### src/pkg/aats_consts.svh
// Notes on behaviour
// - Dual enable low selects single-channel source fields
// - Start bit rising edge arms the sequence
// - Channel-1 result copied into channel-1 buffer
// - Source codes 001-011 disconnect external channel
// - Sequence end clears start, sets event flag
// - Nonzero auto count plus start enables PWM sync
// - PWM edge starts blanking, conversion follows it
// - Sequence ends after n rounds from count
// - No retrigger until all n rounds complete
// - Mid-sequence clear waits for busy to fall
// - Buffer holds first result then running sum
// - Dual mode waits gap delay before channel 2
// - After channel 2, wait next PWM edge
// - PWM edges during a round are ignored
// - Blanking interval set by 5-bit field
// - Power enable low switches converter off
// - Results are 12 bits, full scale FFF
// - Dual enable high selects per-channel sources
// - Conversion is 4 sample plus 12 convert clocks
// - Busy flag high during conversion only
`ifndef AATS_CONSTS_SVH
`define AATS_CONSTS_SVH
`define AATS_SAMPLE_CYC 5'h04
`define AATS_CONV_CYC 5'h10
`define AATS_RES_W 12
`define AATS_SUM_W 16
`define AATS_RES_FULL 12'hFFF
`define AATS_SRC_EXT 3'h0
`define AATS_SRC_INT_LO 3'h1
`define AATS_SRC_INT_HI 3'h3
`define AATS_CLK_NS 100
`define AATS_BLANK_UNIT_NS 100
`define AATS_BLANK_UNIT_CYC ((`AATS_BLANK_UNIT_NS + `AATS_CLK_NS - 1) / `AATS_CLK_NS)
`define AATS_GAP_UNIT_NS 100
`define AATS_GAP_UNIT_CYC ((`AATS_GAP_UNIT_NS + `AATS_CLK_NS - 1) / `AATS_CLK_NS)
`define AATS_ROUNDS_01 3
`define AATS_ROUNDS_10 4
`define AATS_ROUNDS_11 8
`endif

### src/pkg/aats_pkg.sv
package aats_pkg;
	typedef enum logic [2:0]
	{
		AATS_IDLE = 3'b000,
		AATS_WAIT_EDGE = 3'b001,
		AATS_BLANK = 3'b010,
		AATS_CONV1 = 3'b011,
		AATS_GAP = 3'b100,
		AATS_CONV2 = 3'b101,
		AATS_DRAIN = 3'b110
	} aats_state_e;
	typedef logic [11:0] aats_res_t;
endpackage

### src/design/aats_sequencer.sv
`timescale 1ns/1ns
`include "aats_consts.svh"
module aats_sequencer #(
	parameter int BLANK_UNIT_CYC = `AATS_BLANK_UNIT_CYC,
	parameter int GAP_UNIT_CYC = `AATS_GAP_UNIT_CYC,
	parameter logic [3:0] ROUNDS_01 = 4'(`AATS_ROUNDS_01),
	parameter logic [3:0] ROUNDS_10 = 4'(`AATS_ROUNDS_10),
	parameter logic [3:0] ROUNDS_11 = 4'(`AATS_ROUNDS_11)
)(
	input wire logic clk_sys_i,
	input wire logic rst_i,
	input wire logic converter_power_enable_i,
	input wire logic dual_channel_enable_i,
	input wire logic [2:0] input_source_select_i,
	input wire logic [3:0] external_channel_select_i,
	input wire logic ch1_source_is_ext_i,
	input wire logic [3:0] ch1_select_i,
	input wire logic ch2_source_is_ext_i,
	input wire logic [3:0] ch2_select_i,
	input wire logic [1:0] auto_count_select_i,
	input wire logic [4:0] blanking_time_i,
	input wire logic [3:0] channel_gap_delay_i,
	input wire logic start_set_i,
	input wire logic start_clear_i,
	input wire logic event_flag_clear_i,
	input wire logic pwm_trigger_source_i,
	input wire logic conv_clk_en_i,
	input wire aats_pkg::aats_res_t conv_data_i,
	output logic auto_convert_start_o,
	output logic converter_event_flag_o,
	output logic conversion_busy_flag_o,
	output logic conv_power_o,
	output logic conv_sample_o,
	output logic ext_connect_o,
	output logic [3:0] ext_channel_o,
	output logic [2:0] int_source_o,
	output logic [7:0] result_high_o,
	output logic [7:0] result_low_o,
	output logic [7:0] ch1_buffer_high_o,
	output logic [7:0] ch1_buffer_low_o,
	output logic [7:0] ch2_buffer_high_o,
	output logic [7:0] ch2_buffer_low_o
);
	import aats_pkg::*;
	////////////////////////////////////////////////////////////////
	// Helpers
	function automatic logic [3:0] rounds_of(input logic [1:0] code);
		case (code)
			2'h1: rounds_of = ROUNDS_01;
			2'h2: rounds_of = ROUNDS_10;
			2'h3: rounds_of = ROUNDS_11;
			default: rounds_of = 4'h0;
		endcase
	endfunction
	function automatic logic [15:0] acc_add(input logic [15:0] sum, input aats_res_t d,
		input logic first);
		acc_add = first ? {4'h0, d} : 16'(sum + {4'h0, d});
	endfunction
	aats_state_e state;
	logic pwm_s1, pwm_s2, pwm_s3, pwm_edge;
	logic start_q;
	logic [9:0] wait_cnt;
	logic [4:0] conv_cnt;
	logic [3:0] round_cnt;
	logic first_round;
	logic [15:0] acc1, acc2;
	logic conv_done;
	logic [15:0] next_acc;
	////////////////////////////////////////////////////////////////
	// PWM trigger synchroniser and edge
	always_ff @(posedge clk_sys_i or posedge rst_i)
	begin
		if (rst_i)
		begin
			pwm_s1 <= 1'b0;
			pwm_s2 <= 1'b0;
			pwm_s3 <= 1'b0;
		end
		else
		begin
			pwm_s1 <= pwm_trigger_source_i;
			pwm_s2 <= pwm_s1;
			pwm_s3 <= pwm_s2;
		end
	end
	assign pwm_edge = pwm_s2 && !pwm_s3;
	assign conv_done = (state == AATS_CONV1 || state == AATS_CONV2 || state == AATS_DRAIN)
		&& conv_clk_en_i && conv_cnt == `AATS_CONV_CYC - 5'h01;
	////////////////////////////////////////////////////////////////
	// Start bit and event flag
	always_ff @(posedge clk_sys_i or posedge rst_i)
	begin
		if (rst_i)
			start_q <= 1'b0;
		else if (state == AATS_IDLE && start_set_i && !start_q
			&& auto_count_select_i != 2'h0)
			start_q <= 1'b1;
		else if (start_clear_i)
			start_q <= 1'b0;
		else if (conv_done && state != AATS_DRAIN && round_cnt == 4'h1
			&& (state == AATS_CONV2 || !dual_channel_enable_i))
			start_q <= 1'b0;
	end
	always_ff @(posedge clk_sys_i or posedge rst_i)
	begin
		if (rst_i)
			converter_event_flag_o <= 1'b0;
		else if (conv_done && state != AATS_DRAIN && round_cnt == 4'h1 && start_q
			&& (state == AATS_CONV2 || !dual_channel_enable_i))
			converter_event_flag_o <= 1'b1;
		else if (event_flag_clear_i)
			converter_event_flag_o <= 1'b0;
	end
	assign auto_convert_start_o = start_q;
	////////////////////////////////////////////////////////////////
	// Sequencer
	always_ff @(posedge clk_sys_i or posedge rst_i)
	begin
		if (rst_i)
		begin
			state <= AATS_IDLE;
			wait_cnt <= 10'h000;
			conv_cnt <= 5'h00;
			round_cnt <= 4'h0;
			first_round <= 1'b0;
		end
		else
		begin
			case (state)
				AATS_IDLE:
					if (start_set_i && !start_q && auto_count_select_i != 2'h0)
					begin
						round_cnt <= rounds_of(auto_count_select_i);
						first_round <= 1'b1;
						state <= AATS_WAIT_EDGE;
					end
				AATS_WAIT_EDGE:
					if (!start_q)
						state <= AATS_IDLE;
					else if (pwm_edge)
					begin
						wait_cnt <= 10'(blanking_time_i * BLANK_UNIT_CYC);
						state <= AATS_BLANK;
					end
				AATS_BLANK:
					if (!start_q)
						state <= AATS_IDLE;
					else if (wait_cnt == 10'h000)
					begin
						conv_cnt <= 5'h00;
						state <= AATS_CONV1;
					end
					else
						wait_cnt <= wait_cnt - 10'h001;
				AATS_CONV1, AATS_CONV2:
					if (conv_done)
					begin
						conv_cnt <= 5'h00;
						if (state == AATS_CONV1 && dual_channel_enable_i)
						begin
							wait_cnt <= 10'(channel_gap_delay_i * GAP_UNIT_CYC);
							state <= AATS_GAP;
						end
						else
						begin
							first_round <= 1'b0;
							round_cnt <= round_cnt - 4'h1;
							state <= (round_cnt == 4'h1) ? AATS_IDLE : AATS_WAIT_EDGE;
						end
					end
					else
					begin
						// Keep counting so the drained conversion stays 16 clocks
						if (conv_clk_en_i)
							conv_cnt <= conv_cnt + 5'h01;
						if (!start_q)
							state <= AATS_DRAIN;
					end
				AATS_GAP:
					if (!start_q)
						state <= AATS_IDLE;
					else if (wait_cnt == 10'h000)
						state <= AATS_CONV2;
					else
						wait_cnt <= wait_cnt - 10'h001;
				AATS_DRAIN:
					if (conv_done)
					begin
						conv_cnt <= 5'h00;
						state <= AATS_IDLE;
					end
					else if (conv_clk_en_i)
						conv_cnt <= conv_cnt + 5'h01;
				default:
					state <= AATS_IDLE;
			endcase
		end
	end
	////////////////////////////////////////////////////////////////
	// Converter drive
	always_ff @(posedge clk_sys_i or posedge rst_i)
	begin
		if (rst_i)
		begin
			conversion_busy_flag_o <= 1'b0;
			conv_sample_o <= 1'b0;
			conv_power_o <= 1'b0;
			ext_connect_o <= 1'b0;
			ext_channel_o <= 4'h0;
			int_source_o <= 3'h0;
		end
		else
		begin
			conv_power_o <= converter_power_enable_i;
			conversion_busy_flag_o <= (state == AATS_CONV1 || state == AATS_CONV2
				|| state == AATS_DRAIN) && !conv_done;
			conv_sample_o <= (state == AATS_CONV1 || state == AATS_CONV2)
				&& conv_cnt < `AATS_SAMPLE_CYC;
			if (!dual_channel_enable_i)
			begin
				ext_connect_o <= !(input_source_select_i >= `AATS_SRC_INT_LO
					&& input_source_select_i <= `AATS_SRC_INT_HI);
				ext_channel_o <= external_channel_select_i;
				int_source_o <= input_source_select_i;
			end
			else if (state == AATS_GAP || state == AATS_CONV2)
			begin
				ext_connect_o <= ch2_source_is_ext_i;
				ext_channel_o <= ch2_select_i;
				int_source_o <= ch2_select_i[2:0];
			end
			else
			begin
				ext_connect_o <= ch1_source_is_ext_i;
				ext_channel_o <= ch1_select_i;
				int_source_o <= ch1_select_i[2:0];
			end
		end
	end
	////////////////////////////////////////////////////////////////
	// Results and accumulation
	always_comb
	begin
		next_acc = acc_add(state == AATS_CONV2 ? acc2 : acc1, conv_data_i, first_round);
	end
	always_ff @(posedge clk_sys_i or posedge rst_i)
	begin
		if (rst_i)
		begin
			acc1 <= 16'h0000;
			acc2 <= 16'h0000;
			result_high_o <= 8'h00;
			result_low_o <= 8'h00;
		end
		else if (conv_done && state != AATS_DRAIN)
		begin
			result_high_o <= {4'h0, conv_data_i[11:8]};
			result_low_o <= conv_data_i[7:0];
			if (state == AATS_CONV1)
				acc1 <= next_acc;
			else
				acc2 <= next_acc;
		end
	end
	always_ff @(posedge clk_sys_i or posedge rst_i)
	begin
		if (rst_i)
		begin
			ch1_buffer_high_o <= 8'h00;
			ch1_buffer_low_o <= 8'h00;
			ch2_buffer_high_o <= 8'h00;
			ch2_buffer_low_o <= 8'h00;
		end
		else
		begin
			ch1_buffer_high_o <= acc1[15:8];
			ch1_buffer_low_o <= acc1[7:0];
			ch2_buffer_high_o <= acc2[15:8];
			ch2_buffer_low_o <= acc2[7:0];
		end
	end
	////////////////////////////////////////////////////////////////
	// Checks
	arm_needs_count_a: assert property (@(posedge clk_sys_i) disable iff (rst_i)
		$rose(start_q) |-> $past(auto_count_select_i) != 2'h0 && $past(state) == AATS_IDLE)
		else $error("start armed without count");
	no_retrigger_a: assert property (@(posedge clk_sys_i) disable iff (rst_i)
		(state == AATS_CONV1 || state == AATS_GAP || state == AATS_CONV2
		|| state == AATS_DRAIN) && pwm_edge |=> state != AATS_BLANK)
		else $error("edge retriggered round");
	edge_blanks_a: assert property (@(posedge clk_sys_i) disable iff (rst_i)
		state == AATS_WAIT_EDGE && start_q && pwm_edge |=> state == AATS_BLANK)
		else $error("edge did not start blanking");
	done_sets_flag_a: assert property (@(posedge clk_sys_i) disable iff (rst_i)
		$fell(start_q) && !$past(start_clear_i) |-> converter_event_flag_o)
		else $error("end without event flag");
	drain_holds_a: assert property (@(posedge clk_sys_i) disable iff (rst_i)
		state == AATS_DRAIN && !conv_done |=> state == AATS_DRAIN)
		else $error("drain left early");
	busy_conv_a: assert property (@(posedge clk_sys_i) disable iff (rst_i)
		state == AATS_CONV1 && !conv_done |=> conversion_busy_flag_o)
		else $error("busy low during conversion");
	gap_to_ch2_a: assert property (@(posedge clk_sys_i) disable iff (rst_i)
		state == AATS_GAP && start_q && wait_cnt == 10'h000 |=> state == AATS_CONV2)
		else $error("gap did not reach channel 2");
	internal_disconnect_a: assert property (@(posedge clk_sys_i) disable iff (rst_i)
		!dual_channel_enable_i && input_source_select_i == 3'h2 |=> !ext_connect_o)
		else $error("external left connected");
	power_follow_a: assert property (@(posedge clk_sys_i) disable iff (rst_i)
		!converter_power_enable_i |=> !conv_power_o)
		else $error("power not removed");
endmodule // aats_sequencer

### config.mk
export PLATFORM = sky130hd
export DESIGN_NAME = aats_sequencer
export DESIGN_NICKNAME = d
export VERILOG_FILES = /design/src/pkg/aats_pkg.sv /design/src/design/aats_sequencer.sv
export VERILOG_INCLUDE_DIRS = /design/src /design/src/pkg
export SDC_FILE = /design/constraint.sdc
export NUM_CORES = 1
export LEC_CHECK = 0
export ABC_CLOCK_PERIOD_IN_PS = 3600
export BUFFER_PORTS_ARGS = -buffer_cell sky130_fd_sc_hd__buf_2
export CAP_MARGIN = 20
export CORE_MARGIN = 2
export CORE_UTILIZATION = 25
export DETAILED_ROUTE_END_ITERATION = 16
export HOLD_SLACK_MARGIN = 0.15
export MAX_ROUTING_LAYER = met4
export SETUP_SLACK_MARGIN = 0.2
export SLEW_MARGIN = 20
export SYNTH_ARGS = -nofsm -noshare
export SYNTH_HDL_FRONTEND = slang
export SYNTH_SLANG_ARGS = --single-unit
### constraint.sdc
create_clock -name clk_sys_i -period 3.6 [get_ports clk_sys_i]
set_input_delay 0.36 -clock clk_sys_i [delete_from_list [all_inputs] [get_ports clk_sys_i]]
set_output_delay 0.36 -clock clk_sys_i [all_outputs]
set_load 0.01 [all_outputs]
==> metrics.txt, run 1 <==
# TYPE chip_impl_metric gauge
chip_impl_info{name="run_status",value="finished, final reports clean"} 1
chip_impl_metric{name="async_reset_ff_frac",unit=""} 1.000
chip_impl_metric{name="clock_insertion_delay_worst_skew",unit="ns"} 0.42
chip_impl_metric{name="io_buffer_count",unit=""} 105
chip_impl_metric{name="die-height",unit="µm"} 154.5
chip_impl_metric{name="maxCapViolCount",unit=""} 0
chip_impl_metric{name="timing.critical_path.buf_inv",unit=""} 3
chip_impl_metric{name="grt_util_all_layers",unit=""} 0.1282
chip_impl_info{name="worst_path_max_delay_cell",value="sky130_fd_sc_hd__fa_1"} 1
chip_impl_metric{name="layout-drive-gt1-share",unit=""} 0.2640
chip_impl_metric{name="power.share.switching",unit=""} 0.3312
chip_impl_metric{name="syn-mean-instance-area",unit="µm²"} 9.985
chip_impl_info{name="synth_ff_type",value="sky130_fd_sc_hd__dfrtp_1"} 1
chip_impl_metric{name="via_count",unit=""} 4509
chip_impl_metric{name="clk_transition_reported_paths",unit="ns"} 0.06
chip_impl_metric{name="worst_slew_margin_rel",unit=""} 0.4524
chip_impl_metric{name="final.setup.tns",unit="ns"} 0
chip_impl_metric{name="sequential_cell_area",unit="µm²"} 2878
chip_impl_metric{name="wire_per_inst",unit="µm"} 14.32
chip_impl_metric{name="post_drt_via_cell_ratio",unit=""} 4.592
chip_impl_metric{name="grt-ovfl-total",unit=""} 0
chip_impl_metric{name="die_width",unit="µm"} 154.5
chip_impl_metric{name="htree_num_levels",unit=""} 4
chip_impl_metric{name="critPathRequiredTime",unit="ns"} 3.93
chip_impl_metric{name="cellPowerDensity",unit="nW/µm²"} 637.9
chip_impl_metric{name="postRouteAntennaNets",unit=""} 0
chip_impl_metric{name="synthesis.yosys.warnings",unit=""} 0
chip_impl_metric{name="power_frac_comb",unit=""} 0.270
chip_impl_info{name="synth.area.top_cells",value="sky130_fd_sc_hd__dfrtp_1 51%, sky130_fd_sc_hd__nand2_1 6.4%, sky130_fd_sc_hd__o21ai_0 5.2%"} 1
chip_impl_metric{name="synth-xor-area-share",unit=""} 0.01392
chip_impl_metric{name="antenna_found_initial",unit=""} 0
chip_impl_metric{name="synthDistinctLibCells",unit=""} 65
chip_impl_metric{name="seq_area_frac_synth",unit=""} 0.5083
chip_impl_metric{name="first_pass_grt_wire_length",unit="mm"} 23.45
chip_impl_metric{name="total_leakage_power",unit="nW"} 3.571
chip_impl_metric{name="floorplan.initialDensity",unit=""} 0.2524
chip_impl_metric{name="synth_adder_area_share",unit=""} 0.04552
chip_impl_metric{name="synth_area_in_simple_gates",unit=""} 0.1565
chip_impl_metric{name="setup_slack",unit="ns"} 0.5606
chip_impl_metric{name="syn_std_cell_area",unit="µm²"} 5662
chip_impl_metric{name="area.growth.synth_to_final",unit="%"} 27.36
chip_impl_metric{name="fin_crit_sh",unit=""} 0.8443
chip_impl_metric{name="multiInputGateArea",unit="µm²"} 2580
chip_impl_info{name="rsz_0062_raised_after_global_routing",value="false"} 1
chip_impl_metric{name="place_hpwl",unit="mm"} 10.21
chip_impl_metric{name="report.final.hold_viol_count",unit=""} 0
chip_impl_metric{name="final.min_clock_period",unit="ns"} 3.039
chip_impl_info{name="main_combinational_cell_family_by_area_after_synthesis",value="compound AO/OA/AOI/OAI gates"} 1
chip_impl_metric{name="clk_path_buf_depth",unit=""} 2
chip_impl_metric{name="number_of_global_route_vias_before_repair",unit=""} 4404
chip_impl_metric{name="pre_cts_slack",unit="ns"} 0.3393
chip_impl_metric{name="fmax",unit="GHz"} 0.3290
chip_impl_metric{name="rrSetupSlack",unit="ns"} 0.56
chip_impl_metric{name="cell_internal_pwr",unit="mW"} 3.077
chip_impl_metric{name="final.setup_skew",unit="ns"} 0.009515
chip_impl_info{name="cts_tree",value="done"} 1
chip_impl_metric{name="gpl.final_weighted_congestion",unit=""} 0.8440
chip_impl_metric{name="critical_path.max_fanout",unit=""} 20
chip_impl_metric{name="synth_cells",unit=""} 567
chip_impl_metric{name="synth-edff-count",unit=""} 0
chip_impl_metric{name="cp_data_arrival_time",unit="ns"} 3.36
chip_impl_info{name="ctsRootBufferMaster",value="sky130_fd_sc_hd__clkbuf_16"} 1
chip_impl_metric{name="finalSetupViolCount",unit=""} 0
chip_impl_metric{name="power.share.sequential",unit=""} 0.345
chip_impl_metric{name="cts_made_buffers",unit=""} 17
chip_impl_metric{name="first_iteration_detailed_routing_drc_count",unit=""} 215
chip_impl_metric{name="clkPwrFrac",unit=""} 0.384
chip_impl_metric{name="finish.net_count",unit=""} 754
chip_impl_metric{name="netlist.area_leader.share",unit=""} 0.5083
chip_impl_metric{name="drtPass1Iterations",unit=""} 5
chip_impl_metric{name="timing_worst_slew_pin_value",unit="ns"} 0.8197
chip_impl_metric{name="post_synth_mux_area_share",unit=""} 0.05856
chip_impl_metric{name="finalWirelength",unit="mm"} 14.06
chip_impl_metric{name="layout.filler_cells",unit=""} 2312
chip_impl_info{name="hp-class",value="in -> reg"} 1
chip_impl_metric{name="slew_viol_final",unit=""} 0
chip_impl_metric{name="num_rows",unit=""} 55
chip_impl_metric{name="fp.coreArea",unit="µm²"} 22430
chip_impl_info{name="timing.critical_path.from_type",value="flip-flop"} 1
chip_impl_metric{name="fin_hold_ws",unit="ns"} 0.1648
chip_impl_info{name="path_class",value="reg -> reg"} 1
chip_impl_metric{name="remaining_drc_errors",unit=""} 0
chip_impl_metric{name="dieArea",unit="µm²"} 23870
chip_impl_metric{name="io_pins",unit=""} 110
chip_impl_metric{name="power.ir.vdd_worst",unit="mV"} 0.2924
chip_impl_metric{name="synth_compound_area_frac",unit=""} 0.1777
chip_impl_metric{name="yosys_register_bits",unit=""} 115
chip_impl_info{name="critPathCaptureType",value="flip-flop"} 1
chip_impl_metric{name="largest_stage_delay_on_the_critical_path",unit="ns"} 0.43
chip_impl_metric{name="clock_sinks",unit=""} 115
chip_impl_info{name="cpLargestDelayFamily",value="compound AO/OA/AOI/OAI gates"} 1
chip_impl_metric{name="net-switching-power",unit="mW"} 1.523
chip_impl_info{name="yosysTopAreaCell",value="sky130_fd_sc_hd__dfrtp_1"} 1
chip_impl_info{name="chain_of_cells_forming_the_critical_path",value="buf_4, inv_1, nor2_2, buf_4, nand2_1, nand2_1, ha_1, fa_1, a211oi_1, o211ai_1, a31oi_1, nor2_1, xor2_1, o31ai_1"} 1
chip_impl_metric{name="grt_start_max_net_pins",unit=""} 58
chip_impl_metric{name="n_antenna_cell",unit=""} 0
-- layout by cell type (no fill, tap or decap), drive strengths merged, types with 5 or more instances in the layout --
cell and instances:
o21a 9, xor2 5, nand3 5, a21o 6, o211ai 8, dfrtp 115, inv 14, nand4 5
nand2 97, buf 122, a211oi 5, clkbuf 18, dlygate4sd3 6, o21ai 60, nor3 11, clkinv 6
mux2 17, nor2 33, nand2b 9, or3 6, ha 19, nand3b 5, o31ai 7, a21oi 28
mux2i 14
-- synthesized netlist by cell type, types with 5 or more instances --
cell type and n:
sky130_fd_sc_hd__o211ai_1 7, sky130_fd_sc_hd__or3_1 6, sky130_fd_sc_hd__nand2b_1 9, sky130_fd_sc_hd__o21ai_0 59, sky130_fd_sc_hd__mux2i_1 14, sky130_fd_sc_hd__nor2_1 32, sky130_fd_sc_hd__a21oi_1 27, sky130_fd_sc_hd__nand2_1 97
sky130_fd_sc_hd__ha_1 19, sky130_fd_sc_hd__nand3_1 5, sky130_fd_sc_hd__nor3_1 11, sky130_fd_sc_hd__dfrtp_1 115, sky130_fd_sc_hd__clkbuf_1 16, sky130_fd_sc_hd__buf_2 8, sky130_fd_sc_hd__inv_1 14, sky130_fd_sc_hd__a21o_1 6
sky130_fd_sc_hd__o31ai_1 7, sky130_fd_sc_hd__xor2_1 5, sky130_fd_sc_hd__nand4_1 5, sky130_fd_sc_hd__nand3b_1 5, sky130_fd_sc_hd__mux2_2 17, sky130_fd_sc_hd__o21a_1 9
-- through the flow --
step | instance area (µm²) | total power [mW] | utilization | std cells
after floorplan | 5677 | 2.570 | - | 570
after global placement | 6509 | 2.834 | 0.2901 | 942
after detailed placement | 6509 | 2.852 | 0.2901 | 942
after CTS | 7183 | 4.649 | 0.3202 | 979
after global routing | 7211 | 4.922 | 0.3214 | 982
final | 7211 | 4.600 | 0.3214 | 982
-- worst register-to-register path, stage by stage, from the launching register on --
cell                       delay, ns
sky130_fd_sc_hd__dfrtp_1        0.38
sky130_fd_sc_hd__buf_4          0.21
sky130_fd_sc_hd__inv_1          0.11
sky130_fd_sc_hd__nor2_2         0.04
sky130_fd_sc_hd__buf_4          0.19
sky130_fd_sc_hd__nand2_1        0.09
sky130_fd_sc_hd__nand2_1        0.06
sky130_fd_sc_hd__ha_1           0.21
sky130_fd_sc_hd__fa_1           0.43
sky130_fd_sc_hd__a211oi_1       0.30
sky130_fd_sc_hd__o211ai_1       0.17
sky130_fd_sc_hd__a31oi_1        0.29
sky130_fd_sc_hd__nor2_1         0.08
sky130_fd_sc_hd__xor2_1         0.16
sky130_fd_sc_hd__o31ai_1        0.23
-- sequential cells by signal, summed over array words and instances (netlist names), 8 cells and up --
signal / flops
result_low_o: 8
ch2_buffer_high_o: 8
acc1: 16
wait_cnt: 10
ch1_buffer_low_o: 8
ch2_buffer_low_o: 8
ch1_buffer_high_o: 8
acc2: 16
-- layer usage --
metal | vias to the layer above | routed length, µm | GRT usage
met5 | - | 0 | -
met4 | 0 | 377 | 0.06217
met3 | 24 | 582 | 0.03306
met2 | 79 | 6545 | 0.1928
met1 | 2161 | 6557 | 0.1609
li1 | 2245 | - | -
-- what timing repair did --
item | 4_1_cts | 5_1_grt
hold buffers | 6 | 0
resized for setup | 0 | 1
setup endpoints to repair | 0 | 6
buffers inserted | 0 | 3
endpoints found under the hold margin | 37 | 0
-- power groups by stage --
| stage | combinational, mW | clock (mW) | sequential, mW |
|---|---|---|---|
| finish | 1.24 | 1.77 | 1.59 |
| global route | 1.43 | 1.88 | 1.62 |
| CTS | 1.25 | 1.81 | 1.59 |
| detailed placement | 1.24 | 0 | 1.61 |
| global placement | 1.23 | 0 | 1.61 |
| floorplan | 1.03 | 0 | 1.55 |
-- path summary, 6_finish.rpt --
| path | cells after the start | start | to |
|---|---|---|---|
| min in group asynchronous | 3 | rst_i | acc2[13] |
| worst min-delay path | 2 | input_source_select_i[1] | int_source_o[1] |
| max in group asynchronous | 4 | rst_i | ch1_buffer_low_o[7] |
| worst max register to register | 14 | state[0] | acc1[12] |
| worst max-delay path | 14 | state[0] | acc1[12] |
| worst min register to register | 0 | pwm_s1 | pwm_s2 |
-- layout make-up --
class,instances,share of cell area
inverters,14,0.007808
clock buffers,18,0.05952
multi-input cells,409,0.3578
clock inverters,13,0.02568
flip-flops and latches,115,0.3991
well taps,285,0.04945
repair buffers,128,0.1006
-- logic make-up (layout without fill, tap and decap cells) --
| kind of cell | Yosys count | in the layout |
|---|---|---|
| compound gates | 153 | 153 |
| xor+xnor | 9 | 9 |
| fa+ha+maj | 20 | 20 |
| buf+inv | 46 | 173 |
| flops | 115 | 115 |
| mux | 31 | 31 |
| other cells | 1 | 4 |
| simple gates | 192 | 192 |
(Power assumes the default switching activity.)
==> run 2, diff against run 1 <==
--- a/config.mk
+++ b/config.mk
@@ -6,7 +6,7 @@
 export SDC_FILE = /design/constraint.sdc
 export NUM_CORES = 1
 export LEC_CHECK = 0
-export ABC_CLOCK_PERIOD_IN_PS = 3600
+export ABC_CLOCK_PERIOD_IN_PS = 3000
 export BUFFER_PORTS_ARGS = -buffer_cell sky130_fd_sc_hd__buf_2
 export CAP_MARGIN = 20
 export CORE_MARGIN = 2
==> constraint.sdc (replaced) <==
create_clock -name clk_sys_i -period 3 [get_ports clk_sys_i]
set_input_delay 0.3 -clock clk_sys_i [delete_from_list [all_inputs] [get_ports clk_sys_i]]
set_output_delay 0.3 -clock clk_sys_i [all_outputs]
set_load 0.01 [all_outputs]
==> metrics.txt, run 2 (same netlist as run 1, synthesis figures left out) <==
# TYPE chip_impl_metric gauge
chip_impl_metric{name="clock_insertion_delay_worst_skew",unit="ns"} 0.41
chip_impl_metric{name="timing.critical_path.depth",unit=""} 12
chip_impl_info{name="rsz_0062_raised_after_global_routing",value="true"} 1
chip_impl_metric{name="first_iteration_detailed_routing_drc_count",unit=""} 275
chip_impl_metric{name="post_layout_nonfiller_instances",unit=""} 1002
chip_impl_metric{name="total_leakage_power",unit="nW"} 3.701
chip_impl_metric{name="worst_slew_margin_rel",unit=""} 0.3889
chip_impl_metric{name="timing_worst_slew_pin_value",unit="ns"} 0.9166
chip_impl_metric{name="placedCellCount",unit=""} 944
chip_impl_metric{name="dieArea",unit="µm²"} 23870
chip_impl_metric{name="postRouteAntennaNets",unit=""} 0
chip_impl_metric{name="fin_crit_sh",unit=""} 0.9080
chip_impl_info{name="cpLargestDelayFamily",value="simple AND/OR/NAND/NOR gates"} 1
chip_impl_metric{name="reg2reg_depth",unit=""} 12
chip_impl_info{name="ctsRootBufferMaster",value="sky130_fd_sc_hd__clkbuf_16"} 1
chip_impl_metric{name="report.final.hold_viol_count",unit=""} 0
chip_impl_metric{name="cp_data_arrival_time",unit="ns"} 3.06
chip_impl_metric{name="grt-ovfl-total",unit=""} 0
chip_impl_info{name="critPathCaptureType",value="flip-flop"} 1
chip_impl_metric{name="clk_path_buf_depth",unit=""} 2
chip_impl_metric{name="number_of_global_route_vias_before_repair",unit=""} 4418
chip_impl_metric{name="finish.net_count",unit=""} 772
chip_impl_metric{name="finalSetupViolCount",unit=""} 0
chip_impl_metric{name="floorplan.initialDensity",unit=""} 0.2524
chip_impl_info{name="run_status",value="finished, final reports clean"} 1
chip_impl_metric{name="critical_path.max_fanout",unit=""} 6
chip_impl_metric{name="clk_transition_reported_paths",unit="ns"} 0.06
chip_impl_metric{name="largest_stage_delay_on_the_critical_path",unit="ns"} 0.49
chip_impl_metric{name="hold_path_depth",unit=""} 2
chip_impl_info{name="cts_tree",value="done"} 1
chip_impl_info{name="layout_common_cells",value="115 x sky130_fd_sc_hd__dfrtp_1, 105 x sky130_fd_sc_hd__buf_2, 90 x sky130_fd_sc_hd__nand2_1, 53 x sky130_fd_sc_hd__o21ai_0, 31 x sky130_fd_sc_hd__nor2_1"} 1
chip_impl_metric{name="grt_util_all_layers",unit=""} 0.1304
chip_impl_metric{name="first_pass_grt_wire_length",unit="mm"} 23.69
chip_impl_info{name="timing.critical_path.from_type",value="flip-flop"} 1
chip_impl_metric{name="place_hpwl",unit="mm"} 10.57
chip_impl_metric{name="final.min_clock_period",unit="ns"} 2.724
chip_impl_info{name="mostFrequentLayoutCell",value="sky130_fd_sc_hd__dfrtp_1"} 1
chip_impl_metric{name="io_pins",unit=""} 110
chip_impl_metric{name="timing.critical_path.buf_inv",unit=""} 1
chip_impl_metric{name="cts_made_buffers",unit=""} 17
chip_impl_metric{name="htree_num_levels",unit=""} 4
chip_impl_info{name="cp_common_cell",value="sky130_fd_sc_hd__nand2_4"} 1
chip_impl_metric{name="post_drt_via_cell_ratio",unit=""} 4.654
chip_impl_metric{name="fp.coreArea",unit="µm²"} 22430
chip_impl_metric{name="cellPowerDensity",unit="nW/µm²"} 744.9
chip_impl_metric{name="total_power",unit="mW"} 5.695
chip_impl_info{name="hp-class",value="in -> reg"} 1
chip_impl_metric{name="clock_sinks",unit=""} 115
chip_impl_metric{name="wire_per_inst",unit="µm"} 14.81
chip_impl_metric{name="die_width",unit="µm"} 154.5
chip_impl_info{name="chain_of_cells_forming_the_critical_path",value="nand2b_4, nor2_4, buf_6, nand2_4, nand2_4, ha_4, a21o_1, nand4_1, a211oi_4, o221ai_4, or4_1, o21ai_1"} 1
chip_impl_metric{name="layout-drive-gt1-share",unit=""} 0.3170
chip_impl_metric{name="fmax",unit="GHz"} 0.3671
chip_impl_metric{name="finalWirelength",unit="mm"} 14.84
chip_impl_metric{name="die-height",unit="µm"} 154.5
chip_impl_info{name="path_class",value="reg -> reg"} 1
chip_impl_metric{name="remaining_drc_errors",unit=""} 0
chip_impl_metric{name="gpl.final_weighted_congestion",unit=""} 0.8247
chip_impl_metric{name="fin_hold_ws",unit="ns"} 0.1635
chip_impl_metric{name="area.growth.synth_to_final",unit="%"} 35.03
chip_impl_metric{name="drtPass1Iterations",unit=""} 4
chip_impl_metric{name="grt_start_max_net_pins",unit=""} 50
chip_impl_metric{name="final.setup_skew",unit="ns"} 0.007704
chip_impl_metric{name="maxCapViolCount",unit=""} 0
chip_impl_metric{name="via_count",unit=""} 4663
chip_impl_info{name="reg_top3",value="acc1 (16), acc2 (16), wait_cnt (10)"} 1
chip_impl_metric{name="final.setup.tns",unit="ns"} 0
chip_impl_info{name="worst_path_max_delay_cell",value="sky130_fd_sc_hd__or4_1"} 1
chip_impl_metric{name="critPathRequiredTime",unit="ns"} 3.34
chip_impl_metric{name="num_rows",unit=""} 55
chip_impl_metric{name="power.ir.vdd_worst",unit="mV"} 0.3316
chip_impl_metric{name="slew_viol_final",unit=""} 0
chip_impl_metric{name="io_buffer_count",unit=""} 105
chip_impl_metric{name="antenna_found_initial",unit=""} 1
## run 2: changes by cell type in the layout (fill, tap and decap cells not counted), moves of 5 or more
cell                            previous run  this run
sky130_fd_sc_hd__ha_4                      0         7
sky130_fd_sc_hd__o21ai_1                   0         6
sky130_fd_sc_hd__dlygate4sd3_1             6        12
sky130_fd_sc_hd__nand2_2                   0         5
sky130_fd_sc_hd__nand2_1                  97        90
sky130_fd_sc_hd__ha_1                     19        12
sky130_fd_sc_hd__o21ai_0                  59        53
sky130_fd_sc_hd__buf_4                    16        26
## run 2: per-stage QoR
step                      area (µm²)  worst slack (ns)  utilization
after floorplan                 5705            0.1964            -
after global placement          6549            0.2808       0.2919
after detailed placement        6549            0.2000       0.2919
after CTS                       7327            0.2048       0.3266
after global routing            7645            0.1165       0.3408
final                           7645            0.2761       0.3408
## run 2: worst paths after layout
| kind | start | end | slack, ns |
|---|---|---|---|
| worst min-delay path | conv_data_i[11] | result_high_o[3] | 0.16 |
| worst min register to register | pwm_s1 | pwm_s2 | 0.35 |
| min in group asynchronous | rst_i | conv_power_o | 0.49 |
| worst max-delay path | state[1] | acc2[15] | 0.28 |
| worst max register to register | state[1] | acc2[15] | 0.28 |
| max in group asynchronous | rst_i | result_low_o[7] | 1.53 |
## run 2: routing by layer
layer | vias up | global-route usage | share of wire
li1 | 2282 | - | -
met1 | 2246 | 0.1654 | 0.46
met2 | 111 | 0.1943 | 0.47
met3 | 24 | 0.03811 | 0.049
met4 | 0 | 0.05556 | 0.025
met5 | - | - | 0
## run 2: repair_timing
item,4_1_cts,5_1_grt
setup endpoints to repair,1,16
hold endpoints to repair,32,0
pin swaps,1,25
buffers inserted,1,12
gates resized for setup,0,48
hold buffers,12,0
## run 2: where the power goes
| group | switching (mW) | internal, mW | total (mW) | leakage, nW |
|---|---|---|---|---|
| clock network | 0.732 | 1.50 | 2.23 | 0.307 |
| logic | 0.928 | 0.616 | 1.54 | 1.86 |
| registers | 0.201 | 1.72 | 1.92 | 1.53 |
## run 2: worst register-to-register path, stage by stage (launching register included)
cell	delay, ns
sky130_fd_sc_hd__dfrtp_1	0.38
sky130_fd_sc_hd__nand2b_4	0.15
sky130_fd_sc_hd__nor2_4	0.21
sky130_fd_sc_hd__buf_6	0.17
sky130_fd_sc_hd__nand2_4	0.06
sky130_fd_sc_hd__nand2_4	0.09
sky130_fd_sc_hd__ha_4	0.13
sky130_fd_sc_hd__a21o_1	0.12
sky130_fd_sc_hd__nand4_1	0.23
sky130_fd_sc_hd__a211oi_4	0.39
sky130_fd_sc_hd__o221ai_4	0.16
sky130_fd_sc_hd__or4_1	0.50
sky130_fd_sc_hd__o21ai_1	0.09
## run 2: layout make-up
type / count / area, µm²
well taps: 285 / 356.6
fillers: 2262 / 14790
flip-flops and latches: 115 / 2878
clock buffers: 20 / 446.7
repair buffers: 146 / 883.3
clock inverters: 12 / 203.9
diodes: 1 / 2.502
inverters: 14 / 56.30
multi-input cells: 409 / 2818
